--- src/design/odl_defines.svh ---
// Purpose: Constants shared by both ends of the octal DAC serial loader
// Assumes: Host runs on a 200 MHz system clock
// Notes: Times in ns; cycle counts are derived and round up
`ifndef ODL_DEFINES_SVH
`define ODL_DEFINES_SVH

`define ODL_WORD_BITS 12
`define ODL_ADDR_BITS 4
`define ODL_DATA_BITS 8
`define ODL_NUM_CH 8
`define ODL_ADDR_MSB 11
`define ODL_ADDR_LSB 8
`define ODL_DATA_MSB 7
`define ODL_MIDSCALE 8'h80
`define ODL_ADDR_FIRST_CH 4'h1
`define ODL_FIFO_DEPTH 8
`define ODL_FIFO_PTR_BITS 3
`define ODL_FIFO_CNT_BITS 4

`define ODL_CLK_PERIOD_NS 5
`define ODL_SCLK_HALF_NS 20
`define ODL_STROBE_NS 20
`define ODL_SCLK_HALF_CYC \
    ((`ODL_SCLK_HALF_NS + `ODL_CLK_PERIOD_NS - 1) / `ODL_CLK_PERIOD_NS)
`define ODL_STROBE_CYC \
    ((`ODL_STROBE_NS + `ODL_CLK_PERIOD_NS - 1) / `ODL_CLK_PERIOD_NS)
`define ODL_TIMER_BITS 8
`define ODL_BITCNT_BITS 4

`endif

--- src/design/odl_pkg.sv ---
// Purpose: Types for the octal DAC serial loader
// Assumes: odl_defines.svh supplies the widths
// Notes: Nothing here is imported; use odl_pkg::name
`include "odl_defines.svh"

package odl_pkg;
    typedef logic [`ODL_WORD_BITS-1:0] odl_word_t;
    typedef logic [`ODL_DATA_BITS-1:0] odl_code_t;
    typedef logic [`ODL_ADDR_BITS-1:0] odl_addr_t;

    typedef enum logic [2:0] {
        ODL_IDLE = 3'b000,
        ODL_PRESET = 3'b001,
        ODL_SHIFT_LO = 3'b010,
        ODL_SHIFT_HI = 3'b011,
        ODL_LOAD = 3'b100
    } odl_host_state_e;
endpackage : odl_pkg

--- src/design/odl_if.sv ---
// Purpose: Serial link between host controller and octal DAC loader
// Assumes: Host drives clock, data, strobe and preset
// Notes: Serial clock and load strobe are the device's only clocks
interface odl_if;
    logic serial_clock;
    logic serial_data_in;
    logic load_strobe;
    logic midscale_preset_n;
    logic serial_data_out;

    modport host (
        output serial_clock,
        output serial_data_in,
        output load_strobe,
        output midscale_preset_n,
        input serial_data_out
    );

    modport dev (
        input serial_clock,
        input serial_data_in,
        input load_strobe,
        input midscale_preset_n,
        output serial_data_out
    );
endinterface : odl_if

--- src/design/odl_fifo.sv ---
// Purpose: Word FIFO ahead of the serial shifter
// Assumes: Both sides on MCLK
// Notes: in_ready is registered so it can leave the top directly
`include "odl_defines.svh"

module odl_fifo #(
    parameter int WIDTH = `ODL_WORD_BITS,
    parameter int DEPTH = `ODL_FIFO_DEPTH,
    parameter int PTR_BITS = `ODL_FIFO_PTR_BITS,
    parameter int CNT_BITS = `ODL_FIFO_CNT_BITS
) (
    // Clock, reset, enable
    input wire logic clk,
    input wire logic rst,
    input wire logic ce,
    // Fill side
    input wire logic [WIDTH-1:0] in_data,
    input wire logic in_valid,
    output logic in_ready,
    // Drain side
    output logic [WIDTH-1:0] out_data,
    output logic out_valid,
    input wire logic out_ready
);
    logic [WIDTH-1:0] mem_r [DEPTH];
    logic [PTR_BITS-1:0] wr_r, wr_nxt, rd_r, rd_nxt;
    logic [CNT_BITS-1:0] cnt_r, cnt_nxt;
    logic ready_r, ready_nxt;
    logic push, pop;

    assign push = ce && in_valid && ready_r;
    assign pop = ce && out_valid && out_ready;
    assign out_valid = (cnt_r != '0);
    assign out_data = mem_r[rd_r];
    // Kept as its own flop so the top's ready needs no gate after it
    assign in_ready = ready_r;

    always_comb begin
        wr_nxt = push ? PTR_BITS'(wr_r + 1'b1) : wr_r;
        rd_nxt = pop ? PTR_BITS'(rd_r + 1'b1) : rd_r;
        cnt_nxt = cnt_r;
        if (push && !pop) begin
            cnt_nxt = CNT_BITS'(cnt_r + 1'b1);
        end else if (pop && !push) begin
            cnt_nxt = CNT_BITS'(cnt_r - 1'b1);
        end
        ready_nxt = (cnt_nxt != CNT_BITS'(DEPTH));
    end

    always_ff @(posedge clk or posedge rst) begin
        if (rst) begin
            wr_r <= '0;
            rd_r <= '0;
            cnt_r <= '0;
            ready_r <= 1'b1;
        end else begin
            wr_r <= wr_nxt;
            rd_r <= rd_nxt;
            cnt_r <= cnt_nxt;
            ready_r <= ready_nxt;
        end
    end

    // Storage has no reset: contents are only read once counted valid
    for (genvar e = 0; e < DEPTH; e++) begin : g_entry
        always_ff @(posedge clk) begin
            if (push && wr_r == PTR_BITS'(e)) begin
                mem_r[e] <= in_data;
            end
        end
    end
endmodule : odl_fifo

--- src/design/odl_host.sv ---
// Purpose: Host end: drains a word FIFO onto the serial link
// Assumes: MCLK at 200 MHz; serial clock made by dividing MCLK
// Notes: Each word ends with one load strobe; readback is captured
`include "odl_defines.svh"

module odl_host (
    // Clock, reset, enable
    input wire logic MCLK,
    input wire logic RST,
    input wire logic CE,
    // Words to send: address in [11:8], code in [7:0]
    input wire logic [`ODL_WORD_BITS-1:0] WORD_DATA,
    input wire logic WORD_VALID,
    output logic WORD_READY,
    // Preset request, level
    input wire logic PRESET_REQ,
    // Status and readback
    output logic BUSY,
    output logic [`ODL_WORD_BITS-1:0] READBACK_WORD,
    output logic READBACK_VALID,
    // Serial link
    odl_if.host link
);
    odl_pkg::odl_host_state_e state_r, state_nxt;
    odl_pkg::odl_word_t shreg_r, shreg_nxt, rb_r, rb_nxt;
    logic [`ODL_TIMER_BITS-1:0] timer_r, timer_nxt;
    logic [`ODL_BITCNT_BITS-1:0] bitcnt_r, bitcnt_nxt;
    logic sclk_r, sclk_nxt, sdi_r, sdi_nxt, stb_r, stb_nxt;
    logic pre_n_r, pre_n_nxt, rbv_r, rbv_nxt, busy_nxt, busy_r;
    logic sdo_s1_r, sdo_s2_r;
    logic [`ODL_WORD_BITS-1:0] fifo_data;
    logic fifo_valid, fifo_ready, half_done, stb_done;

    odl_fifo u_fifo (
        .clk(MCLK),
        .rst(RST),
        .ce(CE),
        .in_data(WORD_DATA),
        .in_valid(WORD_VALID),
        .in_ready(WORD_READY),
        .out_data(fifo_data),
        .out_valid(fifo_valid),
        .out_ready(fifo_ready)
    );

    // Readback comes from the other domain
    always_ff @(posedge MCLK or posedge RST) begin
        if (RST) begin
            sdo_s1_r <= 1'b0;
            sdo_s2_r <= 1'b0;
        end else if (CE) begin
            sdo_s1_r <= link.serial_data_out;
            sdo_s2_r <= sdo_s1_r;
        end
    end

    assign fifo_ready = (state_r == odl_pkg::ODL_IDLE) && !PRESET_REQ;
    assign half_done = (timer_r ==
        `ODL_TIMER_BITS'(`ODL_SCLK_HALF_CYC - 1));
    assign stb_done = (timer_r == `ODL_TIMER_BITS'(`ODL_STROBE_CYC - 1));

    always_comb begin
        state_nxt = state_r;
        shreg_nxt = shreg_r;
        rb_nxt = rb_r;
        timer_nxt = `ODL_TIMER_BITS'(timer_r + 1'b1);
        bitcnt_nxt = bitcnt_r;
        sclk_nxt = sclk_r;
        sdi_nxt = sdi_r;
        stb_nxt = stb_r;
        pre_n_nxt = pre_n_r;
        rbv_nxt = 1'b0;
        case (state_r)
            odl_pkg::ODL_IDLE: begin
                timer_nxt = '0;
                if (PRESET_REQ) begin
                    pre_n_nxt = 1'b0;
                    state_nxt = odl_pkg::ODL_PRESET;
                end else if (fifo_valid) begin
                    shreg_nxt = fifo_data;
                    sdi_nxt = fifo_data[`ODL_WORD_BITS-1];
                    bitcnt_nxt = '0;
                    state_nxt = odl_pkg::ODL_SHIFT_LO;
                end
            end
            odl_pkg::ODL_PRESET: begin
                // Strobe is low here, so every channel keeps midscale
                if (!PRESET_REQ) begin
                    pre_n_nxt = 1'b1;
                    state_nxt = odl_pkg::ODL_IDLE;
                end
            end
            odl_pkg::ODL_SHIFT_LO: begin
                if (half_done) begin
                    timer_nxt = '0;
                    rb_nxt = {rb_r[`ODL_WORD_BITS-2:0], sdo_s2_r};
                    sclk_nxt = 1'b1;
                    state_nxt = odl_pkg::ODL_SHIFT_HI;
                end
            end
            odl_pkg::ODL_SHIFT_HI: begin
                if (half_done) begin
                    timer_nxt = '0;
                    sclk_nxt = 1'b0;
                    shreg_nxt = {shreg_r[`ODL_WORD_BITS-2:0], 1'b0};
                    sdi_nxt = shreg_r[`ODL_WORD_BITS-2];
                    bitcnt_nxt = `ODL_BITCNT_BITS'(bitcnt_r + 1'b1);
                    if (bitcnt_r ==
                            `ODL_BITCNT_BITS'(`ODL_WORD_BITS - 1)) begin
                        // Strobe only once all twelve bits are in
                        stb_nxt = 1'b1;
                        state_nxt = odl_pkg::ODL_LOAD;
                    end else begin
                        state_nxt = odl_pkg::ODL_SHIFT_LO;
                    end
                end
            end
            odl_pkg::ODL_LOAD: begin
                // Serial clock stays low for the whole strobe
                if (stb_done) begin
                    stb_nxt = 1'b0;
                    rbv_nxt = 1'b1;
                    state_nxt = odl_pkg::ODL_IDLE;
                end
            end
            default: begin
                state_nxt = odl_pkg::ODL_IDLE;
            end
        endcase
        busy_nxt = (state_nxt != odl_pkg::ODL_IDLE);
    end

    always_ff @(posedge MCLK or posedge RST) begin
        if (RST) begin
            state_r <= odl_pkg::ODL_IDLE;
            shreg_r <= '0;
            rb_r <= '0;
            timer_r <= '0;
            bitcnt_r <= '0;
            sclk_r <= 1'b0;
            sdi_r <= 1'b0;
            stb_r <= 1'b0;
            pre_n_r <= 1'b1;
            rbv_r <= 1'b0;
            busy_r <= 1'b0;
        end else if (CE) begin
            state_r <= state_nxt;
            shreg_r <= shreg_nxt;
            rb_r <= rb_nxt;
            timer_r <= timer_nxt;
            bitcnt_r <= bitcnt_nxt;
            sclk_r <= sclk_nxt;
            sdi_r <= sdi_nxt;
            stb_r <= stb_nxt;
            pre_n_r <= pre_n_nxt;
            rbv_r <= rbv_nxt;
            busy_r <= busy_nxt;
        end
    end

    assign link.serial_clock = sclk_r;
    assign link.serial_data_in = sdi_r;
    assign link.load_strobe = stb_r;
    assign link.midscale_preset_n = pre_n_r;
    assign READBACK_WORD = rb_r;
    assign READBACK_VALID = rbv_r;
    assign BUSY = busy_r;
endmodule : odl_host

--- src/flat_wrapper.sv ---
// flat-port wrapper written by rule: the top's interface ports become plain ports
module odl_host_flat 
  (MCLK, RST, CE, WORD_DATA, WORD_VALID, WORD_READY, PRESET_REQ, BUSY, READBACK_WORD, READBACK_VALID, link_serial_clock, link_serial_data_in, link_load_strobe, link_midscale_preset_n, link_serial_data_out);
  odl_if link_i ();
  input wire logic MCLK;
  input wire logic RST;
  input wire logic CE;
  input wire logic [`ODL_WORD_BITS-1:0] WORD_DATA;
  input wire logic WORD_VALID;
  output logic WORD_READY;
  input wire logic PRESET_REQ;
  output logic BUSY;
  output logic [`ODL_WORD_BITS-1:0] READBACK_WORD;
  output logic READBACK_VALID;
  output wire logic [$bits(link_i.serial_clock)-1:0] link_serial_clock;
  output wire logic [$bits(link_i.serial_data_in)-1:0] link_serial_data_in;
  output wire logic [$bits(link_i.load_strobe)-1:0] link_load_strobe;
  output wire logic [$bits(link_i.midscale_preset_n)-1:0] link_midscale_preset_n;
  input wire logic [$bits(link_i.serial_data_out)-1:0] link_serial_data_out;
  assign link_serial_clock = link_i.serial_clock;
  assign link_serial_data_in = link_i.serial_data_in;
  assign link_load_strobe = link_i.load_strobe;
  assign link_midscale_preset_n = link_i.midscale_preset_n;
  assign link_i.serial_data_out = link_serial_data_out;
  odl_host u_core (.MCLK(MCLK), .RST(RST), .CE(CE), .WORD_DATA(WORD_DATA), .WORD_VALID(WORD_VALID), .WORD_READY(WORD_READY), .PRESET_REQ(PRESET_REQ), .BUSY(BUSY), .READBACK_WORD(READBACK_WORD), .READBACK_VALID(READBACK_VALID), .link(link_i));
endmodule
--- config.mk ---
export PLATFORM = sky130hd
export DESIGN_NAME = odl_host_flat
export DESIGN_NICKNAME = d
export VERILOG_FILES = /design/src/design/odl_pkg.sv /design/src/design/odl_if.sv /design/src/design/odl_fifo.sv /design/src/design/odl_host.sv /design/src/flat_wrapper.sv
export VERILOG_INCLUDE_DIRS = /design/src /design/src/design
export SDC_FILE = /design/constraint.sdc
export NUM_CORES = 1
export LEC_CHECK = 0
export ABC_AREA = 0
export BUFFER_PORTS_ARGS = -buffer_cell sky130_fd_sc_hd__buf_2
export CORE_MARGIN = 2
export CORE_UTILIZATION = 45
export DETAILED_ROUTE_END_ITERATION = 10
export HOLD_SLACK_MARGIN = 0.02
export PLACE_DENSITY = 0.65
export SETUP_SLACK_MARGIN = 0.2
export SYNTH_ARGS = -nofsm -noshare
export SYNTH_HDL_FRONTEND = slang
export SYNTH_HIERARCHICAL = 1
export SYNTH_SLANG_ARGS = --single-unit
--- constraint.sdc ---
create_clock -name MCLK -period 5.07 [get_ports MCLK]
set_input_delay 0.507 -clock MCLK [delete_from_list [all_inputs] [get_ports MCLK]]
set_output_delay 0.507 -clock MCLK [all_outputs]
set_load 0.05 [all_outputs]
## Word level (Yosys, flattened, before mapping)

Memory sizes are Yosys's and may differ from the RTL's.
Cells that the tools add are included.

- Register bits after elaboration: 57
- Bits in latches: 0
- Memory bits (writable): 96
- Memory bits (read-only): 0
- Input port bits: 18
- Output and inout port bits: 19
- Memories: 1

Memories:

| name | depth | width | read ports | clocked after Yosys merged registers in | wr ports | line | text |
|---|---|---|---|---|---|---|---|
| u_core.u_fifo.mem_r | 8 | 12 | 1 | 0 | 1 | odl_fifo.sv:25 | `logic [WIDTH-1:0] mem_r [DEPTH];` |

- Add/sub/neg operators: 6
- $mul: 0
- Div/mod/pow operators: 0
- Magnitude comparators: 0
- Equality and inequality tests: 22
- Shift-type cells: 0
- Multiplexer cells: 72
- Bitwise logic cells: 0
- Reduce and logical (&&, ||, !) cells: 39

Operators by type and width:

| kind | number |
|---|---|
| 12-bit 2-to-1 mux | 7 |
| 12-bit OR reduction | 7 |
| 3-bit 2-to-1 mux | 14 |
| 1-bit 2-to-1 mux | 34 |
| 11-bit 2-to-1 mux | 3 |
| 11-bit case mux with 2 select lines | 1 |
| 4-bit 2-to-1 mux | 5 |
| 8-bit case mux with 2 select lines | 1 |
| 3-bit == test (second input constant) | 5 |
| 1-bit logical AND | 15 |
| 3-bit case mux with 5 select lines | 1 |
| 3-bit by 2-bit == test with 1-bit output (second input constant) | 4 |
| 5-bit AND reduction | 2 |
| 4-bit by 1-bit adder with 4-bit output (second input constant) | 2 |
| 8-bit by 1-bit adder with 8-bit output (second input constant) | 1 |
| 8-bit by 2-bit == test with 1-bit output (second input constant) | 1 |
| 8-bit 2-to-1 mux | 1 |
| 2-bit by 1-bit != test with 1-bit output (second input constant) | 4 |
| 2-bit != test (second input constant) | 4 |
| 1-bit case mux with 2 select lines | 4 |
| 4-bit case mux with 2 select lines | 1 |
| 4-bit AND reduction | 2 |
| 2-bit nonzero test | 4 |
| 3-bit by 1-bit adder with 3-bit output (second input constant) | 2 |
| 10 further kinds | 14 |

## Longest topological paths before layout

Gate-level depths: netlist of run 1.

- Depth in word-level cells: 13
- Gate-level depth with buffers: 9
- Depth with buffers taken out: 6

## Modules after synthesis

The synthesis of run 1 kept the hierarchy.

By module, submodules not included:

| module | instances | cells an instance | area each (µm²) | seq. area each (µm²) |
|---|---|---|---|---|
| odl_fifo | 1 | 224 | 4399.2 | 3159.3 |
| odl_host | 1 | 192 | 2264.7 | 1152.4 |

## Least setup slack after synthesis of run 1

Ideal clock, no wire load.

- Path kind: reg2reg
- Start point: register u_core.u_fifo.rd_r[0]
- End point: register u_core.sdi_r (netlist: u_core/link.serial_data_in)
- Data arrival time: 2.114 ns
- Slack: 2.831 ns
- Stages on the path, launching flop included: 7
- Path buffers: 2
- Cell sequence: dfrtp_1 > buf_2 > buf_2 > mux4_2 > mux2_2 > mux2_2 > mux2_2

- Word-level cells in the longest chain between the ends: 4

Ends and longest elaborated chain:

| item | line | text |
|---|---|---|
| from (decl) | odl_fifo.sv:26 | `logic [PTR_BITS-1:0] wr_r, wr_nxt, rd_r, rd_nxt;` |
| from (signal assigned) | odl_fifo.sv:58 | `rd_r <= rd_nxt;` |
| memory 8 x 12 bit | -- |  |
| via u_core.fifo_data[11] | odl_host.sv:31 | `` logic [`ODL_WORD_BITS-1:0] fifo_data; `` |
| 1-bit 2-to-1 mux | odl_host.sv:79 | `end else if (fifo_valid) begin` |
| 1-bit 2-to-1 mux | odl_host.sv:76 | `if (PRESET_REQ) begin` |
| 1-bit case mux with 2 select lines | odl_host.sv:73 | `case (state_r)` |
| to (signal assigned) | odl_host.sv:153 | `sdi_r <= sdi_nxt;` |
| to (decl) | odl_host.sv:28 | `logic sclk_r, sclk_nxt, sdi_r, sdi_nxt, stb_r, stb_nxt;` |

The timed path passes the listed nets, and every way through them passes these cells. The select of a mux whose other input is x is not followed.
A chain may end at the register's enable or synchronous reset.

## Worst setup path after layout of run 1

- Start point: register u_core.u_fifo.rd_r[0]
- End point: register u_core.shreg_r[8]

- Word-level cells in the longest chain between the ends: 4

Ends and longest elaborated chain:

| item | line | text |
|---|---|---|
| memory 8 x 12 bit | -- |  |
| via u_core.fifo_data[8] | odl_host.sv:31 |  |
| 11-bit 2-to-1 mux | odl_host.sv:79 |  |
| 11-bit 2-to-1 mux | odl_host.sv:76 |  |
| 11-bit case mux with 2 select lines | odl_host.sv:73 |  |
| to (signal assigned) | odl_host.sv:148 | `shreg_r <= shreg_nxt;` |
| to (decl) | odl_host.sv:25 | `odl_pkg::odl_word_t shreg_r, shreg_nxt, rb_r, rb_nxt;` |

The timed path passes the listed nets, and every way through them passes these cells. The select of a mux whose other input is x is not followed.

==> results of run 1 <==
[placed cells by master (no fill, tap or decap), types with 2 or more instances in the layout]
cell / instances
or3_2: 2
clkinv_1: 2
or3_1: 2
nand2_1: 22
bufinv_16: 3
nand4_1: 5
nor3_1: 5
a21oi_1: 5
and3_1: 7
clkbuf_1: 2
mux2_2: 39
dfstp_2: 2
edfxtp_1: 96
or2_2: 2
buf_4: 2
nor2_1: 9
mux2_4: 9
nand2b_1: 2
inv_1: 15
mux4_2: 24
clkinvlp_4: 3
xnor2_1: 6
o21ai_0: 11
nand3b_1: 2
o211ai_1: 2
and2_1: 3
dfrtp_1: 55
mux2i_1: 3
o22ai_1: 5
clkbuf_16: 17
a21o_1: 3
xor2_1: 3
o2bb2ai_1: 3
buf_2: 36
nand3_1: 9
ha_1: 11
clkinv_4: 2
clkinv_2: 4
[cells by family after synthesis]
| logic type | share of synthesized area [%] |
|---|---|
| DFF | 64.7 |
| muxes | 17.3 |
| adders and majority gates | 2.07 |
| AOI/OAI and AO/OA | 4.79 |
| and+or+nand+nor | 7.08 |
| buffers and inverters | 2.84 |
| xor gates and xnor gates | 1.18 |
[how the worst max path moves through the flow]
| stage | to | slack, ns | cells past startpoint |
|---|---|---|---|
| global route | u_core/shreg_r[8] | 2.15 | 5 |
| floorplan | u_core/link.serial_data_in | 2.83 | 6 |
| global placement | u_core/shreg_r[8] | 2.34 | 5 |
| detailed placement | u_core/shreg_r[6] | 2.29 | 5 |
| CTS | u_core/shreg_r[8] | 2.27 | 5 |
| finish | u_core/shreg_r[8] | 2.35 | 5 |
[worst max-delay path: stages, from the launching register on]
cell	delay, ns
dfrtp_1	0.86
buf_4	0.41
mux4_2	0.54
mux2_2	0.27
mux2_2	0.26
mux2_2	0.26
[where the power goes]
part | leakage (nW) | internal [mW] | switching (mW)
logic | 1.07 | 0.183 | 0.226
registers | 1.58 | 1.46 | 0.108
clock network | 0.280 | 0.768 | 0.470
total | 2.93 | 2.41 | 0.803
[stage by stage]
stage | hold slack [ns] | utilization (%) | setup WS, ns | power, mW
finish | 0.112 | 52.2 | 2.35 | 3.22
global route | 0.125 | 52.2 | 2.15 | 3.36
CTS | 0.103 | 52.2 | 2.27 | 3.25
detailed placement | 0.479 | 48.1 | 2.29 | 2.00
global placement | 0.463 | 48.1 | 2.34 | 1.98
floorplan | 0.359 | - | 2.83 | 1.88
[state kept, by name, indices dropped and copies added (netlist names), 4 cells and up]
signal and count:
u_core/READBACK_WORD 12, u_core/u_fifo/cnt_r 4, u_core/shreg_r 11, u_core/bitcnt_r 4, u_core/u_fifo/mem_r 96, u_core/timer_r 8
[final cells by class]
class	instances	area [um2]	share of cell area [%]
repair buffers	38	195	2.58
multi-input cells	225	2160	28.6
clock inverters	13	154	2.04
clock buffers	19	433	5.73
inverters	17	63.8	0.845
well taps	184	230	3.05
flip-flops and latches	153	4310	57.1
[metal layers]
layer / GRT usage [%] / wire, um / part of all wire (%)
met1: 22.6 / 5680 / 46
met5: 0 / 0 / 0
met4: 5.69 / 129 / 1.0
met2: 25.2 / 5960 / 48
met3: 5.31 / 611 / 4.9
==> metrics, run 1 <==
Clock Path Buffers=2; Cells after Synth=416; dpl hpwl=7600 um; maximum VDD drop=roughly 0.00025 V; Static Leakage=between 2 and 3 nW; first-pass GRT wire length=19600 um; R2R depth=5; synth-to-layout area growth=13.3%; clk root buf=clkbuf_16; mapped cell area=0.00666 mm2; ratio of cells with drive above 1 in the final layout=33.5%; Port Buffers=36; Reg clk slew, reported paths=~0.060 ns; register bit total from synthesis=~150; Avg Cell Area, Syn=16.0 um2; Synth top area share=43.3%; beginning of the critical path=u_core/u_fifo/rd_r[0]; yosys synthesis warning count=6; Iteration-0 DRC Markers=269; non-filler instance count after layout=649; CTS resizes=0; Core ar.=~0.014 mm2; die width=126 um; remaining global-route overflow=0; Tmin final=2.72 ns; PD cells=426 mW/mm2; endpoints failing hold=0; post-CTS setup buffer count=0; largest area contributor in the netlist=edfxtp_1; top post-synthesis cells by area=edfxtp_1 43%, dfrtp_1 21%, mux4_2 8.1%, mux2_2 6.6%, ha_1 2.1%; status=finished, final reports clean; most frequent cells after synthesis=96 x edfxtp_1, 55 x dfrtp_1, 39 x mux2_2; ANT cells=0; Nets=481; drt pass-1 iters=5; via count=3631; DRT Wirelength=12400 um; initial antenna violation count=0; Skew-Pair Late Insertion Delay=0.42 ns; Vias per Instance=5.59; Post-synth EDFFs=96; worst-margin pin slew=1.16 ns; vias in the first global route=3572; TNS Setup=0 ns; hold crit path type=input port to asynchronous set/reset pin; Layout fillers=1164; post-route cell area=0.00755 mm2; R2R Setup Slk=2.35 ns; Critical R2R Launch=u_core/u_fifo/rd_r[0]; total of max-cap violations=0; critical path required time=roughly 5.4 ns; CTS sink cnt=between 150 and 200; Die Y=126 um; hold buffer count at CTS=0; Die Area=0.0158 mm2; H-tree Lvls=4; RSZ-0062 raised after global routing=no; crit path max fanout=14; initial core utilization=46.0%; CP Class=flip-flop to flip-flop; largest net degree at the start of global routing=47; CTS tree=built; Clock Skews=0.00764 ns; predominant post-synthesis flop cell=edfxtp_1; ANT nets after route=0; GR Util All Layers=16.5%; worst relative slew slack=between 20% and 30%; period utilisation layout=53.6%; Final Max Tran Viols=0; Async SR Flop Fraction=a little under two fifths; routed len/inst=19.1 um; fmax=368 MHz; reg-to-reg endpoint=u_core/shreg_r[8]; placed instance count=617; count leader, synth=edfxtp_1; post-synth cell types=66; I/O Pins=37; placed standard-cell area=0.00696 mm2; Net Count, Synth=around 450; Placer Congestion=~0.86; drc violations=0; final setup fails=0; endpoint class of the critical path=flip-flop; Worst EP arrival=3.02 ns; Critical Path Start Type=flip-flop; row count=44; post-synthesis sequential area ratio=about 65%; Num CTS Buffers=17
(Power assumes the default switching activity.)
==> inputs of run 2 (changes only) <==
Settings changed: ABC_AREA 0 to 1, PLACE_DENSITY 0.65 to 0.67.
Clock period 5.07 ns to 2.2 ns, I/O delays scaled along.
==> metrics, run 2 <==
status=finished, final reports clean; DRT Wirelength=14500 um; Synth Area in Compound Gates=between 8 and 9%; min setup slack post-route=0.378 ns; yosys synthesis warning count=6; Core ar.=0.0151 mm2; clk root buf=clkbuf_16; remaining global-route overflow=0; die width=128 um; R2R Setup Slk=0.38 ns; routed len/inst=between 15 and 20 um; register bit total from synthesis=roughly 150; largest family of logic cells by synthesized area=simple AND/OR/NAND/NOR gates; PD cells=around 1300 mW/mm2; post-route cell area=0.00793 mm2; largest net degree at the start of global routing=47; Die Area=around 0.016 mm2; Hold WS=around 0.057 ns; Worst EP arrival=approximately 2.2 ns; mux cell area share after synthesis=0.145%; maximum VDD drop=0.000697 V; Worst path top cell family by delay=simple AND/OR/NAND/NOR gates; via count=4835; Die Y=128 um; drc violations=0; Simple-Gate Fraction of Synth Area=between 20% and 30%; GRT Max-Usage Layer=met2; crit-path cells=inv_1, ha_1, nand2_4, o21bai_1, nor2_1, inv_2, nand2_4, nand2_8, inv_8, nand2_1, o21ai_2; endpoints failing hold=0; I/O Pins=37; Crit path buffers/inverters=3; top post-synthesis cells by area=edfxtp_1 42%, dfrtp_1 20%, nand2_1 7.7%, nor2_1 4.6%, o21ai_0 3.2%; mapped cell area=0.00691 mm2; synth-to-layout area growth=14.6%; Port Buffers=36; met3 Use GR=4.72%; pre-CTS setup slack=0.412 ns; Net Count, Synth=702; count leader, synth=nand2_1; Clock Skews=around 0.0073 ns; commonest cells after routing, fill and taps aside=141 x nand2_1, 96 x edfxtp_1, 85 x nor2_1; most frequent cells after synthesis=141 x nand2_1, 96 x edfxtp_1, 85 x nor2_1; row count=45; Reg clk slew, reported paths=0.07 ns; Static Leakage=3.42 nW; worst relative slew slack=about three fifths; fmax=549 MHz; commonest non-fill, non-tap cell in the layout=nand2_1; ratio of cells with drive above 1 in the final layout=between 15 and 20%; CTS sink cnt=153; Post-Synth XOR/XNOR Area=1.01%; ANT cells=0; Avg Cell Area, Syn=a little over 10 um2; Iteration-0 DRC Markers=341; ANT nets after route=0; Async SR Flop Fraction=37.3%; initial core utilization=45.8%; Max stage delay on crit path=0.41 ns; GR Layer Usage met1=24.4%; most numerous cell on the critical path=nand2_4; critical path required time=2.55 ns; Num CTS Buffers=17; largest area contributor in the netlist=edfxtp_1; first-pass GRT wire length=~24000 um; Design Power=roughly 10 mW; post-synthesis sequential area ratio=between 60% and 70%; predominant post-synthesis flop cell=edfxtp_1; slowest CP cell=dfrtp_1; endpoint class of the critical path=flip-flop; Cells after Synth=673; H-tree Lvls=4; Synth Area in Adders=1.99%; final setup fails=0; Reg with most FFs=u_core/u_fifo/mem_r; Skew-Pair Late Insertion Delay=between 0.4 and 0.5 ns; RSZ-0062 raised after global routing=no; worst-margin pin slew=0.624 ns; Critical Path Start Type=flip-flop; Placer Congestion=about 0.85; drt pass-1 iters=5; met2 usage=31.0%; dpl hpwl=9430 um; GR Util All Layers=18.9%; placed standard-cell area=0.00733 mm2; Nets=752; TNS Setup=0 ns; Tmin final=1.82 ns; Post-synth EDFFs=96; vias in the first global route=4599; crit path max fanout=22; Synth top area share=41.7%; period utilisation layout=slightly above 80%; Largest register FFs=96; CTS tree=built; hold crit path type=input port to flip-flop; post-synth cell types=38; initial antenna violation count=0; Clock Path Buffers=2; Vias per Instance=5.24; post-CTS setup buffer count=0; Final Max Tran Viols=0; total of max-cap violations=0; CP Class=flip-flop to flip-flop
-- run 2: final cells by class --
cell class                      instances  area [um2]
Clock buffer                           17         425
Fill cell                            1305        7160
Sequential cell                       153        4310
Timing Repair Buffer                   57         355
Inverter                               54         213
Tap cell                              188         235
Clock inverter                         14         150
Multi-Input combinational cell        440        2230
-- run 2: cell families (layout without fill, tap and decap cells) --
logic type               count (synthesis)  in the layout
multiplexers                             1              1
AND/OR/NAND/NOR                        313            313
buffers and inverters                   80            142
flip-flops                             153            153
XOR/XNOR                                 8              8
AO/OA/AOI/OAI                          107            107
adder cells (fa/ha/maj)                 11             11
-- run 2: routing by layer --
metal | share of wire [%] | wire [um]
met5 | 0 | 0
met2 | 49 | 7130
met1 | 45 | 6480
met3 | 4.5 | 656
met4 | 1.9 | 270
-- run 2: what timing repair did --
item,CTS,global route
setup endpoints to repair,0,1
endpoints found under the hold margin,56,0
hold buffers,2,0
resized for setup,0,1
-- run 2: where the power goes --
part	internal, mW	switching (mW)	total [mW]	leakage, nW
clock	1.60	1.23	2.83	0.275
sequential	3.54	0.315	3.85	1.59
combinational	1.07	2.20	3.27	1.55
-- run 2: final timing paths --
path | startpoint | end | cells past startpoint
setup / recovery | u_core/u_fifo/cnt_r[0] | u_core/shreg_r[5] | 11
hold / removal | WORD_DATA[6] | u_core/u_fifo/mem_r[4][6] | 1
setup reg to reg | u_core/u_fifo/cnt_r[0] | u_core/shreg_r[5] | 11
hold reg to reg | u_core/READBACK_WORD[11] | u_core/READBACK_WORD[11] | 2
max in group asynchronous | RST | u_core/shreg_r[9] | 4
min in group asynchronous | RST | u_core/u_fifo/wr_r[0] | 3
-- run 2: per-stage QoR --
stage | util, % | instances
floorplan | - | 673
global placement | 48.6 | 890
detailed placement | 48.6 | 890
CTS | 52.5 | 923
global route | 52.5 | 923
finish | 52.5 | 923
